==> config.mk <==
export PLATFORM = sky130hd
export DESIGN_NAME = rsr_exec
export DESIGN_NICKNAME = d
export VERILOG_FILES = /design/src/include/rsr_pkg.sv /design/src/hdl/rsr_alu.sv /design/src/hdl/rsr_exec.sv
export SDC_FILE = /design/constraint.sdc
export NUM_CORES = 1
export LEC_CHECK = 0
export BUFFER_PORTS_ARGS = -buffer_cell sky130_fd_sc_hd__buf_2
export CAP_MARGIN = 0
export CORE_ASPECT_RATIO = 0.8
export CORE_MARGIN = 5
export CORE_UTILIZATION = 53
export CTS_CLUSTER_DIAMETER = 40
export DETAILED_ROUTE_END_ITERATION = 8
export GPL_ROUTABILITY_DRIVEN = 0
export GPL_TIMING_DRIVEN = 0
export PLACE_DENSITY = 0.95
export RECOVER_POWER = 25
export SYNTH_ARGS = -nofsm -noshare
export SYNTH_HDL_FRONTEND = slang
export SYNTH_SLANG_ARGS = --single-unit
==> constraint.sdc <==
create_clock -name clk -period 5.55 [get_ports clk]
set_input_delay 0.2775 -clock clk [delete_from_list [all_inputs] [get_ports clk]]
set_output_delay 0.2775 -clock clk [all_outputs]
set_load 0.05 [all_outputs]
==> src/include/rsr_pkg.sv <==
// Constants for the rotate / subtract / literal-return execution datapath.
// Assumes one instruction request per issue pulse on the core clock.
package rsr_pkg;
    localparam int DATA_W = 8;
    localparam int FADDR_W = 7;
    localparam int PC_W = 15;

    // Instruction select codes
    typedef enum logic [1:0] {
        RSR_OP_RETURN_WITH_LITERAL = 2'h0,
        RSR_OP_ROTATE_LEFT = 2'h1,
        RSR_OP_ROTATE_RIGHT = 2'h2,
        RSR_OP_SUBTRACT_FROM_LITERAL = 2'h3
    } rsr_op_e;

    // Destination select values
    localparam logic DEST_WORKING = 1'h0;
    localparam logic DEST_FILE = 1'h1;

    // Cycle counts per instruction
    localparam logic [1:0] RETURN_CYCLES = 2'h2;
    localparam logic [1:0] SINGLE_CYCLES = 2'h1;

    // Bit positions
    localparam int MSB = 7;
    localparam int NIB_MSB = 3;

    // Reset values
    localparam logic [7:0] DATA_RST = 8'h00;
    localparam logic [14:0] PC_RST = 15'h0000;
endpackage : rsr_pkg

==> src/hdl/rsr_alu.sv <==
// Combinational arithmetic for the rotate and subtract instructions.
// Assumes operands are stable while the caller samples the outputs.
`timescale 1ns/1ps
module rsr_alu (
    input  wire logic [7:0] operand,
    input  wire logic [7:0] work_val,
    input  wire logic       carry_in,
    input  wire logic [1:0] op,
    output logic      [7:0] result,
    output logic            carry_out,
    output logic            nibble_carry_out,
    output logic            zero_out
);
    logic [8:0] diff;
    logic [4:0] low_diff;

    // Literal minus working register; bit 8 set means borrow
    always_comb begin
        diff = {1'b0, operand} - {1'b0, work_val};
        low_diff = {1'b0, operand[3:0]} - {1'b0, work_val[3:0]};
        result = diff[7:0];
        carry_out = ~diff[8];                        // RULE_08
        nibble_carry_out = ~low_diff[4];             // RULE_09
        zero_out = (diff[7:0] == 8'h00);             // RULE_09
        unique case (rsr_pkg::rsr_op_e'(op))
            rsr_pkg::RSR_OP_ROTATE_LEFT: begin
                result = {operand[6:0], carry_in};   // RULE_04
                carry_out = operand[rsr_pkg::MSB];   // RULE_04
            end
            rsr_pkg::RSR_OP_ROTATE_RIGHT: begin
                result = {carry_in, operand[7:1]};   // RULE_06
                carry_out = operand[0];              // RULE_06
            end
            rsr_pkg::RSR_OP_SUBTRACT_FROM_LITERAL: begin
                result = diff[7:0];                  // RULE_07
            end
            rsr_pkg::RSR_OP_RETURN_WITH_LITERAL: begin
                result = operand;                    // RULE_01
                carry_out = carry_in;                // RULE_03
            end
        endcase
    end
endmodule : rsr_alu

==> src/hdl/rsr_exec.sv <==
// Execution datapath for literal return, rotates and subtract-from-literal.
// Assumes the decoder holds issue for one cycle and waits for done before
// issuing again; file data is read combinationally by the register file.
`timescale 1ns/1ps
// What this block does
// RULE_01: Literal return loads working register with literal
// RULE_02: Literal return pops stack into program counter
// RULE_03: Literal return: two cycles, flags untouched
// RULE_04: Rotate left through carry, carry only
// RULE_05: Destination bit picks working or file
// RULE_06: Rotate right through carry, carry only
// RULE_07: Working register becomes literal minus working
// RULE_08: Carry is inverted borrow; nibble borrow clears
// RULE_09: Zero on zero result; nibble carry otherwise set
// RULE_10: Rotates and subtract take one cycle
module rsr_exec (
    input  wire logic        clk,
    input  wire logic        nrst,
    input  wire logic        issue,
    input  wire logic [1:0]  op,
    input  wire logic [7:0]  literal,
    input  wire logic [6:0]  file_addr,
    input  wire logic        dest,
    input  wire logic [7:0]  file_rdata,
    input  wire logic [14:0] stack_top_entry,
    input  wire logic        carry_flag,
    output logic      [6:0]  file_raddr,
    output logic      [7:0]  work_reg,
    output logic             file_we,
    output logic      [6:0]  file_waddr,
    output logic      [7:0]  file_wdata,
    output logic             stack_pop,
    output logic             pc_load,
    output logic      [14:0] pc_value,
    output logic             flag_we_carry,
    output logic             flag_we_nibble,
    output logic             flag_we_zero,
    output logic             carry_out,
    output logic             nibble_carry_flag,
    output logic             zero_out,
    output logic             busy,
    output logic             done
);
    typedef enum logic [0:0] {
        RSR_IDLE = 1'h0,
        RSR_RET2 = 1'h1
    } rsr_state_e;

    rsr_state_e  state, next_state;
    logic [7:0]  next_work_reg, next_file_wdata;
    logic [6:0]  next_file_waddr;
    logic [14:0] next_pc_value;
    logic        next_file_we, next_stack_pop, next_pc_load;
    logic        next_we_c, next_we_dc, next_we_z;
    logic        next_c, next_dc, next_z, next_done;
    logic [7:0]  alu_operand, alu_result;
    logic        alu_c, alu_dc, alu_z;
    logic        is_rot, is_sub, is_ret;

    // Rotates read the file register; others use the literal
    assign file_raddr = file_addr;                       // RULE_05
    assign is_rot = (op == 2'(rsr_pkg::RSR_OP_ROTATE_LEFT))
                 || (op == 2'(rsr_pkg::RSR_OP_ROTATE_RIGHT));
    assign is_sub = (op == 2'(rsr_pkg::RSR_OP_SUBTRACT_FROM_LITERAL));
    assign is_ret = (op == 2'(rsr_pkg::RSR_OP_RETURN_WITH_LITERAL));
    assign alu_operand = is_rot ? file_rdata : literal;
    assign busy = (state == RSR_RET2);

    rsr_alu u_alu (
        .operand          (alu_operand),
        .work_val         (work_reg),
        .carry_in         (carry_flag),
        .op               (op),
        .result           (alu_result),
        .carry_out        (alu_c),
        .nibble_carry_out (alu_dc),
        .zero_out         (alu_z)
    );

    // Next-state and result computation; strobes default to one-cycle pulses
    always_comb begin
        next_state = state;
        next_work_reg = work_reg;
        next_file_wdata = file_wdata;
        next_file_waddr = file_waddr;
        next_pc_value = pc_value;
        next_file_we = 1'b0;
        next_stack_pop = 1'b0;
        next_pc_load = 1'b0;
        next_we_c = 1'b0;
        next_we_dc = 1'b0;
        next_we_z = 1'b0;
        next_c = carry_out;
        next_dc = nibble_carry_flag;
        next_z = zero_out;
        next_done = 1'b0;
        unique case (state)
            RSR_IDLE: begin
                if (issue && is_ret) begin
                    next_work_reg = alu_result;          // RULE_01
                    next_stack_pop = 1'b1;               // RULE_02
                    next_pc_value = stack_top_entry;     // RULE_02
                    next_pc_load = 1'b1;                 // RULE_02
                    next_state = RSR_RET2;               // RULE_03
                end else if (issue && is_rot) begin
                    if (dest == rsr_pkg::DEST_FILE) begin
                        next_file_we = 1'b1;             // RULE_05
                        next_file_waddr = file_addr;
                        next_file_wdata = alu_result;
                    end else begin
                        next_work_reg = alu_result;      // RULE_05
                    end
                    next_we_c = 1'b1;                    // RULE_04
                    next_c = alu_c;
                    next_done = 1'b1;                    // RULE_10
                end else if (issue && is_sub) begin
                    next_work_reg = alu_result;          // RULE_07
                    next_we_c = 1'b1;                    // RULE_08
                    next_we_dc = 1'b1;                   // RULE_08
                    next_we_z = 1'b1;                    // RULE_09
                    next_c = alu_c;
                    next_dc = alu_dc;
                    next_z = alu_z;
                    next_done = 1'b1;                    // RULE_10
                end
            end
            RSR_RET2: begin
                // Second cycle flushes the fetch; issue is ignored here
                next_done = 1'b1;                        // RULE_03
                next_state = RSR_IDLE;
            end
        endcase
    end

    // Register stage; flag strobes never fire for literal return
    always_ff @(posedge clk or negedge nrst) begin
        if (!nrst) begin
            state <= RSR_IDLE;
            work_reg <= rsr_pkg::DATA_RST;
            file_wdata <= rsr_pkg::DATA_RST;
            file_waddr <= 7'h00;
            pc_value <= rsr_pkg::PC_RST;
            file_we <= 1'b0;
            stack_pop <= 1'b0;
            pc_load <= 1'b0;
            flag_we_carry <= 1'b0;
            flag_we_nibble <= 1'b0;
            flag_we_zero <= 1'b0;
            carry_out <= 1'b0;
            nibble_carry_flag <= 1'b0;
            zero_out <= 1'b0;
            done <= 1'b0;
        end else begin
            state <= next_state;
            work_reg <= next_work_reg;
            file_wdata <= next_file_wdata;
            file_waddr <= next_file_waddr;
            pc_value <= next_pc_value;
            file_we <= next_file_we;
            stack_pop <= next_stack_pop;
            pc_load <= next_pc_load;
            flag_we_carry <= next_we_c;
            flag_we_nibble <= next_we_dc;
            flag_we_zero <= next_we_z;
            carry_out <= next_c;
            nibble_carry_flag <= next_dc;
            zero_out <= next_z;
            done <= next_done;
        end
    end
endmodule : rsr_exec

* Word-level counts from Yosys, hierarchy flattened *
Cells that the tools add are included.

word-level totals
  output and inout bits = 56
  bits in registers = 47

cells by class
  muxes and demuxes = 24
  add/sub/neg operators = 2
  reductions and logical operators = 13
  eq/ne operators = 4
  bitwise gates (word level) = 5

operators by type and width
  kind                                                              count
  8-bit two-way mux                                                 5
  8-bit one-hot mux with 4 select lines                             1
  1-bit two-way mux                                                 15
  8-bit by 8-bit subtractor with 9-bit output                       1
  8-bit zero test                                                   1
  4-bit AND reduction                                               2
  3-bit AND reduction                                               2
  1-bit inverter                                                    5
  4-bit by 4-bit subtractor with 5-bit output                       1
  2-bit == test (second input constant)                             2
  1-bit one-hot mux with 2 select lines                             2
  1-bit logical AND                                                 3
  3-bit inequality test (second input constant)                     1
  1-bit one-hot mux with 3 select lines                             1
  3-bit nonzero test                                                1
  2-bit by 1-bit == test with 1-bit output (second input constant)  1
  2-bit zero test                                                   1
  2-bit AND reduction                                               1
  2-bit nonzero test                                                1
  1-bit logical OR                                                  1

* Depth between registers and ports, before layout *
Gate-level depths: netlist (run 1).

  depth after elaboration = 8
  mapped depth = 13

* Cells and area by module *
Synthesis (run 1) repeated with hierarchy kept, for this count alone.

unflattened totals
  cells, all modules = 197
  area, all modules = 2,611.3 um^2

modules (own cells, without submodules)
  module    cells each  times used  area an instance (um^2)
  rsr_exec  127         1           1,988.2
  rsr_alu   70          1           623.1

* Worst setup path before layout (run 1) *
Ideal clock, no wire load.

  path type = input to register
  from = in op[0]
  to = reg zero_out
  cell stages on the path = 12
  slack = 2.634 ns
  data arrival time = 2.820 ns
  library setup time = 0.096 ns
  cell sequence = inv_1 -> ha_1 -> buf_2 -> mux2_2 -> inv_1 -> ha_1 -> fa_1 -> nand2b_1 -> a21oi_1 -> xor2_1 -> or4_1 -> o32ai_2

between the ends
  word-level cells in the longest chain between the ends = 5

ends and longest elaborated chain
  what                                                                           line                             text
  start: declaration                                                             rsr_exec.sv:20                   input wire logic [1:0] op,
  2-bit by 1-bit == test with 1-bit output or 2-bit == test (tied branches)      rsr_exec.sv:62, rsr_exec.sv:63
  1-bit logical OR                                                               rsr_exec.sv:63                   || (op == 2'(rsr_pkg::RSR_OP_ROTATE_RIGHT));
  8-bit two-way mux or 1-bit logical AND (tied branches)                         rsr_exec.sv:66, rsr_exec.sv:105
  8-bit by 8-bit subtractor with 9-bit output or 1-bit inverter (tied branches)  n/a
  8-bit zero test or 4-bit AND reduction (tied branches)                         n/a
  end signal: assignment                                                         rsr_exec.sv:167                  zero_out <= next_z;
  end: declaration                                                               rsr_exec.sv:40                   output logic zero_out,

Parallel ways exist; a longest one is shown, timed or not.
A chain may end at the register's enable or synchronous reset.

* Worst setup path after layout (run 1) *
Ends and elaborated chain as after synthesis.

==> results of run 1 <==
-- power breakdown --
group          total [uW]  internal (uW)  leakage (uW)  switching (uW)
Sequential            461            414      0.000579            47.5
Combinational         769            220       0.00124             549
Clock                 191           84.6     0.0000438             106
-- cell type report --
| type | instances | area [um2] |
|---|---|---|
| well taps | 62 | 77.6 |
| clock buffers | 5 | 68.8 |
| clock inverters | 2 | 10.0 |
| multi-input cells | 209 | 1300 |
| inverters | 24 | 90.1 |
| fillers | 378 | 1630 |
| flip-flops and latches | 46 | 1150 |
| repair buffers | 100 | 499 |
| plain buffers | 20 | 119 |
-- routing by layer --
| metal | wire length [um] | global-route usage, % |
|---|---|---|
| met1 | 2710 | 28.0 |
| met2 | 3180 | 35.0 |
| met3 | 733 | 5.61 |
| met4 | 94 | 5.79 |
| met5 | 0 | 0 |
-- kinds of logic (layout without fill, tap and decap cells) --
| group | after synthesis | after routing |
|---|---|---|
| adders and majority gates | 14 | 14 |
| xor gates and xnor gates | 3 | 3 |
| buffers and inverters | 44 | 151 |
| and+or+nand+nor | 128 | 128 |
| muxes | 21 | 21 |
| AOI/OAI and AO/OA | 43 | 43 |
| DFF | 46 | 46 |
-- through the flow --
step	area [um2]	total power, uW	setup WS, ns	instances
floorplan	2660	1050	2.63	299
global placement	3240	1210	2.20	461
detailed placement	3240	1230	2.14	461
CTS	3320	1420	2.44	468
global route	3320	1500	2.20	468
finish	3320	1420	2.43	468
-- worst min-delay path, cell delays in order --
cell	delay, ns
buf_2	0.07
nand2_1	0.04
nand2_1	0.05
-- placed cells by master, fill, tap and decap left out, types with 2 or more instances in the layout --
cell type  instances
buf_2            101
a221oi_1           4
or2_2              2
clkbuf_8           5
a22o_1             2
xor2_1             2
inv_1             24
a222oi_1           2
dfrtp_1           46
nand2_1          101
clkinv_2           2
buf_4             11
mux2i_1            5
and2_1             3
mux2_2            15
a22oi_1            2
o21ai_0           11
a21oi_1            6
nor2_1             8
ha_1              13
clkbuf_1           7
nand2b_1           6
-- path summary, 6_finish.rpt --
check / end / from / slack [ns] / cells past startpoint
worst min register to register: pc_value[10]$_DFFE_PN0P_ / pc_value[10]$_DFFE_PN0P_ / 0.47 / 2
min in group asynchronous: file_waddr[1]$_DFFE_PN0P_ / nrst / 0.67 / 1
worst max register to register: zero_out$_DFFE_PN0P_ / work_reg[0]$_DFFE_PN0P_ / 3.06 / 7
max in group asynchronous: zero_out$_DFFE_PN0P_ / nrst / 3.54 / 1
worst min-delay path: pc_value[12]$_DFFE_PN0P_ / stack_top_entry[12] / 0.17 / 3
worst max-delay path: zero_out$_DFFE_PN0P_ / op[0] / 2.43 / 13
==> impl_metrics.csv, run 1 <==
group,metric,value,unit
power_and_ir_drop,leakagePower,0.00186,uW
power_and_ir_drop,power_density,428,nW/um2
power_and_ir_drop,ir_worst_vdd,0.265,mV
yosys,synth_edf_count,0,
route,vias,2439,
cts,cts_max_level,2,
timing,skew,0.00415,ns
floorplan,dieWidth,89.2,um
yosys,synthAdderAreaFrac,6.86,%
run,cap_violations,1,
yosys,synth-xor-area-share,0.987,%
worst_setup_path,path_cells,"buf_2 -> inv_1 -> ha_1 -> buf_2 -> mux2_2 -> inv_1 -> ha_1 -> fa_1 -> nand2b_1 -> a21oi_1 -> xor2_1 -> or4_1 -> o32ai_2",
floorplan,start_util,53.8,%
yosys,synth_flop_cell,"dfrtp_1",
worst_setup_path,worstPathMaxFanout,10,
yosys,ys_ff_latch,46,
yosys,syn_inst,299,
yosys,synth_compound_area_share,11.8,%
yosys,async_reset_ff_share,100,%
worst_setup_path,critPathKind,"input port to flip-flop",
yosys,yosysTopAreaCell,"dfrtp_1",
global_route,grt_pass1_wl,10800,um
worst_hold_path,hp-class,"input port to flip-flop",
cells_and_area,final_util,67.0,%
worst_setup_path,worstSetupEndpointType,"flip-flop",
cts,cts_made_buffers,5,
cells_and_area,nets,465,
cts,clock-sinks,46,
worst_setup_path,start_kind,"input port",
cts,cts_buffer_depth,2,
global_route,antenna_found_initial,0,
worst_setup_path,crit_buf_inv,4,
global_route,grt_use_total,21.3,%
timing,rsz0062_at_grt,"false",
timing,hold_viol_final,0,
timing,final_max_slew_viol_count,47,
cts,root_buffer,"clkbuf_8",
placement,port_buffers,100,
timing,timing.setup.tns,0,ns
cells_and_area,largest_reg_flops,15,
worst_setup_path,cp_slowest_cell,"or4_1",
cells_and_area,drive_gt1_share,35.5,%
outcome,status,"finished, violations left",
timing,worst_pin_slew,2.33,ns
yosys,synth-simple-area-share,20.4,%
placement,dp.final_hpwl,5400,um
timing,slew_headroom,-55.5,%
yosys,postSynthAreaPerCell,8.90,um2
timing,post-route-period-util,56.2,%
route,ant_nets,0,
worst_setup_path,arrival,3.32,ns
cts,cts_tree,"yes",
yosys,seq_area_frac_synth,43.3,%
worst_setup_path,crit_required,5.75,ns
yosys,synthesis.nets,358,
cts,cts-resized-gates,0,
route,drt-pass1-iter-count,4,
route,routed_wl,6720,um
yosys,yosys-top-cells-count,"nand2_1 (101), dfrtp_1 (46), inv_1 (24)",
timing,setup_viol,0,
yosys,synth_top_cell_area_share,43.3,%
yosys,muxShareOfSynthArea,8.79,%
global_route,grt_pass1_vias,2431,
yosys,yosysMostFrequentCell,"nand2_1",
yosys,synth_cell_type_count,48,
yosys,netlist_area,2660,um2
timing,fin_crit,3.12,ns
yosys,ys_warn_count,0,
global_route,overflow,0,
yosys,synth_top_family_by_area,"simple AND/OR/NAND/NOR gates",
route,drc,0,
cells_and_area,antennaDiodeCount,0,
worst_setup_path,crit_family,"adder cells",
floorplan,ios,101,
route,viasPerCell,5.21,
cells_and_area,area_growth,24.6,%
floorplan,rows,23,
route,drt_iter0_drc,179,
cts,post_cts_buffers,0,
worst_setup_path,cpPeakStageDelay,0.55,ns
timing,timing.fmax,0.320,GHz
floorplan,dieArea,6550,um2
cts,cts.clk_slew.worst_paths,0.08,ns
floorplan,core,4950,um2
route,wire_per_inst,14.4,um
timing,hold_ws,0.168,ns
cts,hold_buffers,0,
floorplan,die_h,73.4,um
outcome,violations,"capacitance limit, slew limit",
global_route,grt_max_degree,47,
yosys,yosys-top-cells-area,"dfrtp_1 (43%), nand2_1 (14%), mux2_2 (6.3%)",
cts,clk_latency,0.30,ns
(Power assumes the default switching activity.)
==> run 2: changes to the inputs <==
--- a/config.mk
+++ b/config.mk
@@ -9,12 +9,12 @@
 export CAP_MARGIN = 0
 export CORE_ASPECT_RATIO = 0.8
 export CORE_MARGIN = 5
-export CORE_UTILIZATION = 53
+export CORE_UTILIZATION = 44
 export CTS_CLUSTER_DIAMETER = 40
 export DETAILED_ROUTE_END_ITERATION = 8
 export GPL_ROUTABILITY_DRIVEN = 0
 export GPL_TIMING_DRIVEN = 0
-export PLACE_DENSITY = 0.95
+export PLACE_DENSITY = 0.87
 export RECOVER_POWER = 25
 export SYNTH_ARGS = -nofsm -noshare
 export SYNTH_HDL_FRONTEND = slang
==> constraint.sdc (replaced) <==
create_clock -name clk -period 2.6 [get_ports clk]
set_input_delay 0.13 -clock clk [delete_from_list [all_inputs] [get_ports clk]]
set_output_delay 0.13 -clock clk [all_outputs]
set_load 0.05 [all_outputs]
==> run 2 against run 1 <==
  * The run now ends clean
  * Cell count grew 4.9%
  * Setup slack lost 2.3 ns
  * Die area grew 18%
  * First-iteration DRC count grew 10%
  * Clock-buffer cell count grew 1
  * Utilization shrank 7.6 points
  * Critical path type unchanged
==> impl_metrics.csv, run 2 (synthesized netlist as in run 1, its figures left out) <==
group,metric,value,unit
worst_setup_path,critPathKind,"input port to flip-flop",
cells_and_area,fill_cells,540,
timing,hold_viol_final,0,
timing,setup_ws,0.0967,ns
cts,cts.clk_slew.worst_paths,0.09,ns
placement,port_buffers,100,
placement,dp.final_hpwl,5470,um
power_and_ir_drop,power_density,946,nW/um2
global_route,grt_pass1_vias,2404,
cells_and_area,seq_area,1150,um2
cts,cts_max_level,2,
cts,cts_tree,"yes",
cts,clk_latency,0.31,ns
placement,pre_cts_ws,-0.459,ns
timing,final_max_slew_viol_count,0,
run,cap_violations,0,
cells_and_area,drive_gt1_share,38.8,%
route,drt-pass1-iter-count,5,
global_route,overflow,0,
cts,cts_made_buffers,5,
power_and_ir_drop,leakagePower,0.00188,uW
timing,fin_crit,2.50,ns
cells_and_area,final_cell_mix,"nand2_1 (101), buf_2 (93), dfrtp_1 (46)",
floorplan,ios,101,
floorplan,start_util,45.3,%
worst_setup_path,cpPeakStageDelay,0.44,ns
worst_setup_path,worstSetupEndpointType,"flip-flop",
floorplan,die_h,79.6,um
cts,root_buffer,"clkbuf_8",
timing,timing.fmax,0.399,GHz
floorplan,dieArea,7710,um2
route,drt_iter0_drc,197,
floorplan,dieWidth,97.0,um
global_route,grt_max_degree,47,
power_and_ir_drop,ir_worst_vdd,0.457,mV
global_route,grt_use_total,18.1,%
route,ant_nets,0,
worst_setup_path,arrival,2.73,ns
route,routed_wl,7040,um
cells_and_area,largest_reg_flops,15,
cells_and_area,nets,468,
cts,cts_buffer_depth,2,
cts,clock-sinks,46,
timing,post-route-period-util,96.3,%
global_route,antenna_found_initial,0,
route,wire_per_inst,14.3,um
outcome,status,"complete, no violations",
floorplan,rows,25,
global_route,grt_pass1_wl,11400,um
cells_and_area,final_util,59.4,%
route,vias,2477,
cells_and_area,layout_commonest_cell,"nand2_1",
cells_and_area,area_growth,31.3,%
route,viasPerCell,5.04,
cells_and_area,multi_input_area,1410,um2
timing,worst_pin_slew,1.12,ns
route,drc,0,
timing,slew_headroom,25.4,%
worst_hold_path,hp-class,"input port to flip-flop",
floorplan,core,5880,um2
worst_setup_path,crit_required,2.82,ns
worst_setup_path,start_kind,"input port",
cells_and_area,antennaDiodeCount,0,
timing,skew,0.00726,ns
worst_setup_path,cp_slowest_cell,"or4_1",
worst_setup_path,path_cells,"buf_2 -> inv_2 -> ha_4 -> clkbuf_2 -> buf_4 -> mux2_2 -> ha_2 -> mux2i_1 -> o2111ai_1 -> or4_1 -> o32ai_2",
worst_setup_path,worstPathMaxFanout,7,
timing,setup_viol,0,
## run 2: repair_timing
item,in CTS,in global routing
hold buffers,0,0
endpoints found under the setup margin,5,8
setup buffers,0,4
gates resized for setup,3,17
pin swaps,0,2
## run 2: metal layers
layer	track usage (%)	vias up	routed length [um]
met3	5.76	11	568
met4	5.19	0	105
met2	30.5	95	3400
met5	0	-	0
met1	22.6	1169	2970
li1	-	1202	-
## run 2: cell type report
class | count | share of cell area (%)
clock inverters | 2 | 1.07
clock buffers | 6 | 2.08
repair buffers | 104 | 14.9
multi-input cells | 209 | 40.3
flip-flops and latches | 46 | 33.0
plain buffers | 19 | 3.26
well taps | 81 | 2.90
inverters | 24 | 2.58
## run 2: worst max-delay path: cells and delay by family
kind                     cells  cell delay, ns
adder cells (fa/ha/maj)      2            0.72
multiplexers                 2            0.60
buffers and inverters        4            0.51
AND/OR/NAND/NOR              1            0.44
AO/OA/AOI/OAI                2            0.33
## run 2: final timing paths
kind	start	end	slack [ns]	cells past startpoint
min in group asynchronous	nrst	work_reg[2]$_DFFE_PN0P_	0.02	1
setup reg to reg	work_reg[0]$_DFFE_PN0P_	zero_out$_DFFE_PN0P_	0.33	7
hold / removal	stack_top_entry[6]	pc_value[6]$_DFFE_PN0P_	0.008	3
hold reg to reg	file_waddr[3]$_DFFE_PN0P_	file_waddr[3]$_DFFE_PN0P_	0.48	2
setup / recovery	op[0]	zero_out$_DFFE_PN0P_	0.1	11
max in group asynchronous	nrst	work_reg[5]$_DFFE_PN0P_	1.89	1
## run 2: through the flow
| step | area [um2] | setup TNS, ns | power [uW] | hold slack [ns] | instances |
|---|---|---|---|---|---|
| final | 3490 | 0 | 3300 | 0.00778 | 491 |
| after detailed placement | 3300 | -2.98 | 2670 | 0.326 | 480 |
| after floorplan | 2700 | 0 | 2250 | -0.166 | 299 |
| after global placement | 3300 | -2.16 | 2610 | 0.320 | 480 |
| after CTS | 3410 | 0 | 3230 | 0.00608 | 487 |
| after global routing | 3490 | -0.00612 | 3500 | 0.00970 | 491 |
## run 2: power breakdown
part	total (uW)	internal (uW)	switching, uW
Sequential	983	883	99.7
Clock	544	287	257
Combinational	1780	543	1230
==> run 3: changes to the inputs <==
--- a/config.mk
+++ b/config.mk
@@ -13,9 +13,9 @@
 export CTS_CLUSTER_DIAMETER = 40
 export DETAILED_ROUTE_END_ITERATION = 8
 export GPL_ROUTABILITY_DRIVEN = 0
-export GPL_TIMING_DRIVEN = 0
 export PLACE_DENSITY = 0.87
 export RECOVER_POWER = 25
+export SLEW_MARGIN = 10
 export SYNTH_ARGS = -nofsm -noshare
 export SYNTH_HDL_FRONTEND = slang
 export SYNTH_SLANG_ARGS = --single-unit
==> run 3 against run 2 <==
  * First-iteration DRC count down 25%
  * Critical path type unchanged
  * Critical endpoint unchanged
  * Global-route usage up 0.65 points
  * Sequential power is essentially flat
  * Maximum frequency grew 2.7%
  * Critical path depth increased by 1
  * Clock power increased by 5.9%
  * Total power up 0.23%
  * Non-clock buffer count down 2
  * Clock skew up 0.00096 ns
  * Via count fell by 0.48%
  * Routed wire length increased by 0.17%
  * Highest routed layer unchanged
==> impl_metrics.csv, run 3 (synthesized netlist as in run 1, its figures left out) <==
group,metric,value,unit
worst_setup_path,crit_family,"adder cells",
floorplan,rows,25,
cells_and_area,seq_area,1150,um2
worst_setup_path,cpPeakStageDelay,0.57,ns
cells_and_area,fill_cells,535,
timing,setup_viol,0,
cells_and_area,largest_reg_flops,15,
global_route,grt_max_degree,47,
cts,cts_made_buffers,5,
power_and_ir_drop,leakagePower,0.00189,uW
global_route,grt_pass1_vias,2532,
timing,rsz0062_at_grt,"false",
global_route,overflow,0,
placement,port_buffers,100,
cts,hold_buffers,0,
cells_and_area,layout_commonest_cell,"nand2_1",
worst_setup_path,crit_required,2.82,ns
timing,final_max_slew_viol_count,0,
floorplan,start_util,45.3,%
worst_setup_path,worstSetupEndpointType,"flip-flop",
floorplan,dieWidth,97.0,um
timing,hold_viol_final,0,
cells_and_area,multi_input_area,1340,um2
cts,cts-resized-gates,0,
worst_hold_path,hp-class,"input port to flip-flop",
cells_and_area,antennaDiodeCount,0,
global_route,grt_use_total,18.8,%
worst_setup_path,crit_top_cell,"inv_1",
timing,timing.fmax,0.410,GHz
route,drc,0,
cells_and_area,final_cell_mix,"nand2_1 (101), buf_2 (92), dfrtp_1 (46)",
global_route,antenna_found_initial,0,
cts,cts_tree,"yes",
cells_and_area,nets,466,
cts,post_cts_buffers,0,
route,viasPerCell,5.04,
timing,skew,0.00822,ns
global_route,grt_pass1_wl,11900,um
route,ant_nets,0,
worst_setup_path,cp_slowest_cell,"or4_1",
placement,dp.final_hpwl,5480,um
timing,worst_pin_slew,1.14,ns
cts,cts_max_level,2,
outcome,status,"complete, no violations",
worst_setup_path,start_kind,"input port",
placement,dp_cells,481,
cts,cts.clk_slew.worst_paths,0.09,ns
worst_setup_path,critPathKind,"input port to flip-flop",
cts,root_buffer,"clkbuf_8",
floorplan,die_h,79.6,um
power_and_ir_drop,power_density,961,nW/um2
route,wire_per_inst,14.4,um
timing,setup_ws,0.164,ns
route,drt-pass1-iter-count,4,
route,routed_wl,7050,um
floorplan,ios,101,
floorplan,core,5880,um2
timing,fin_crit,2.44,ns
power_and_ir_drop,ir_worst_vdd,0.572,mV
worst_setup_path,worstPathMaxFanout,7,
cts,cts_buffer_depth,2,
cells_and_area,drive_gt1_share,37.5,%
timing,slew_headroom,23.7,%
floorplan,dieArea,7710,um2
cts,clk_latency,0.31,ns
worst_setup_path,crit_buf_inv,3,
cells_and_area,area_growth,29.4,%
route,vias,2465,
worst_setup_path,path_cells,"buf_2 -> inv_1 -> ha_4 -> mux2_2 -> inv_1 -> ha_1 -> fa_2 -> nand2b_4 -> a21oi_2 -> xor2_1 -> or4_1 -> o32ai_2",
run,cap_violations,0,
timing,post-route-period-util,93.7,%
cells_and_area,instances_no_fill,489,
route,drt_iter0_drc,147,
placement,pre_cts_ws,-0.179,ns
worst_setup_path,arrival,2.66,ns
cts,clock-sinks,46,
[run 3: final timing paths]
path	slack [ns]	cells past startpoint	to	from
max in group asynchronous	1.87	1	pc_value[13]$_DFFE_PN0P_	nrst
min in group asynchronous	0.02	1	work_reg[2]$_DFFE_PN0P_	nrst
min	0.003	3	pc_value[0]$_DFFE_PN0P_	stack_top_entry[0]
max	0.16	12	zero_out$_DFFE_PN0P_	op[0]
max reg2reg	0.24	7	zero_out$_DFFE_PN0P_	work_reg[0]$_DFFE_PN0P_
min reg2reg	0.48	2	file_wdata[0]$_DFFE_PN0P_	file_wdata[0]$_DFFE_PN0P_
[run 3: worst reg2reg max path, cell delays in order (launching register included)]
cell,delay [ns]
dfrtp_1,0.46
ha_1,0.24
fa_2,0.35
nand2b_4,0.16
a21oi_2,0.18
xor2_1,0.10
or4_1,0.57
o32ai_2,0.22
[run 3: per-stage QoR]
| stage | TNS (ns) | utilization, % | hold WS [ns] | power [uW] | instance area [um2] |
|---|---|---|---|---|---|
| global route | 0 | 58.6 | 0.0141 | 3500 | 3440 |
| floorplan | 0 | - | -0.166 | 2250 | 2700 |
| global placement | -0.264 | 56.6 | 0.320 | 2680 | 3330 |
| CTS | 0 | 58.6 | 0.00264 | 3320 | 3450 |
| finish | 0 | 58.6 | 0.00317 | 3310 | 3440 |
| detailed placement | -0.683 | 56.6 | 0.329 | 2730 | 3330 |
[run 3: per-layer routing]
layer	GRT usage [%]	share of wire [%]
met1	24.7	44
met2	31.7	46
met3	4.63	8.4
met4	4.07	0.96
met5	0	0
[run 3: power by group]
| part | internal, uW | switching [uW] |
|---|---|---|
| logic | 544 | 1210 |
| registers | 883 | 101 |
| clock network | 293 | 283 |
| total | 1720 | 1590 |
[run 3: final cells by class]
cell class / instances / area share, %
sequential: 46 / 33.4
clock buffer: 5 / 2.00
timing repair buffer: 121 / 18.9
tap: 81 / 2.94
clock inverter: 3 / 1.42
inverter: 24 / 2.62
multi-input combinational: 209 / 38.8
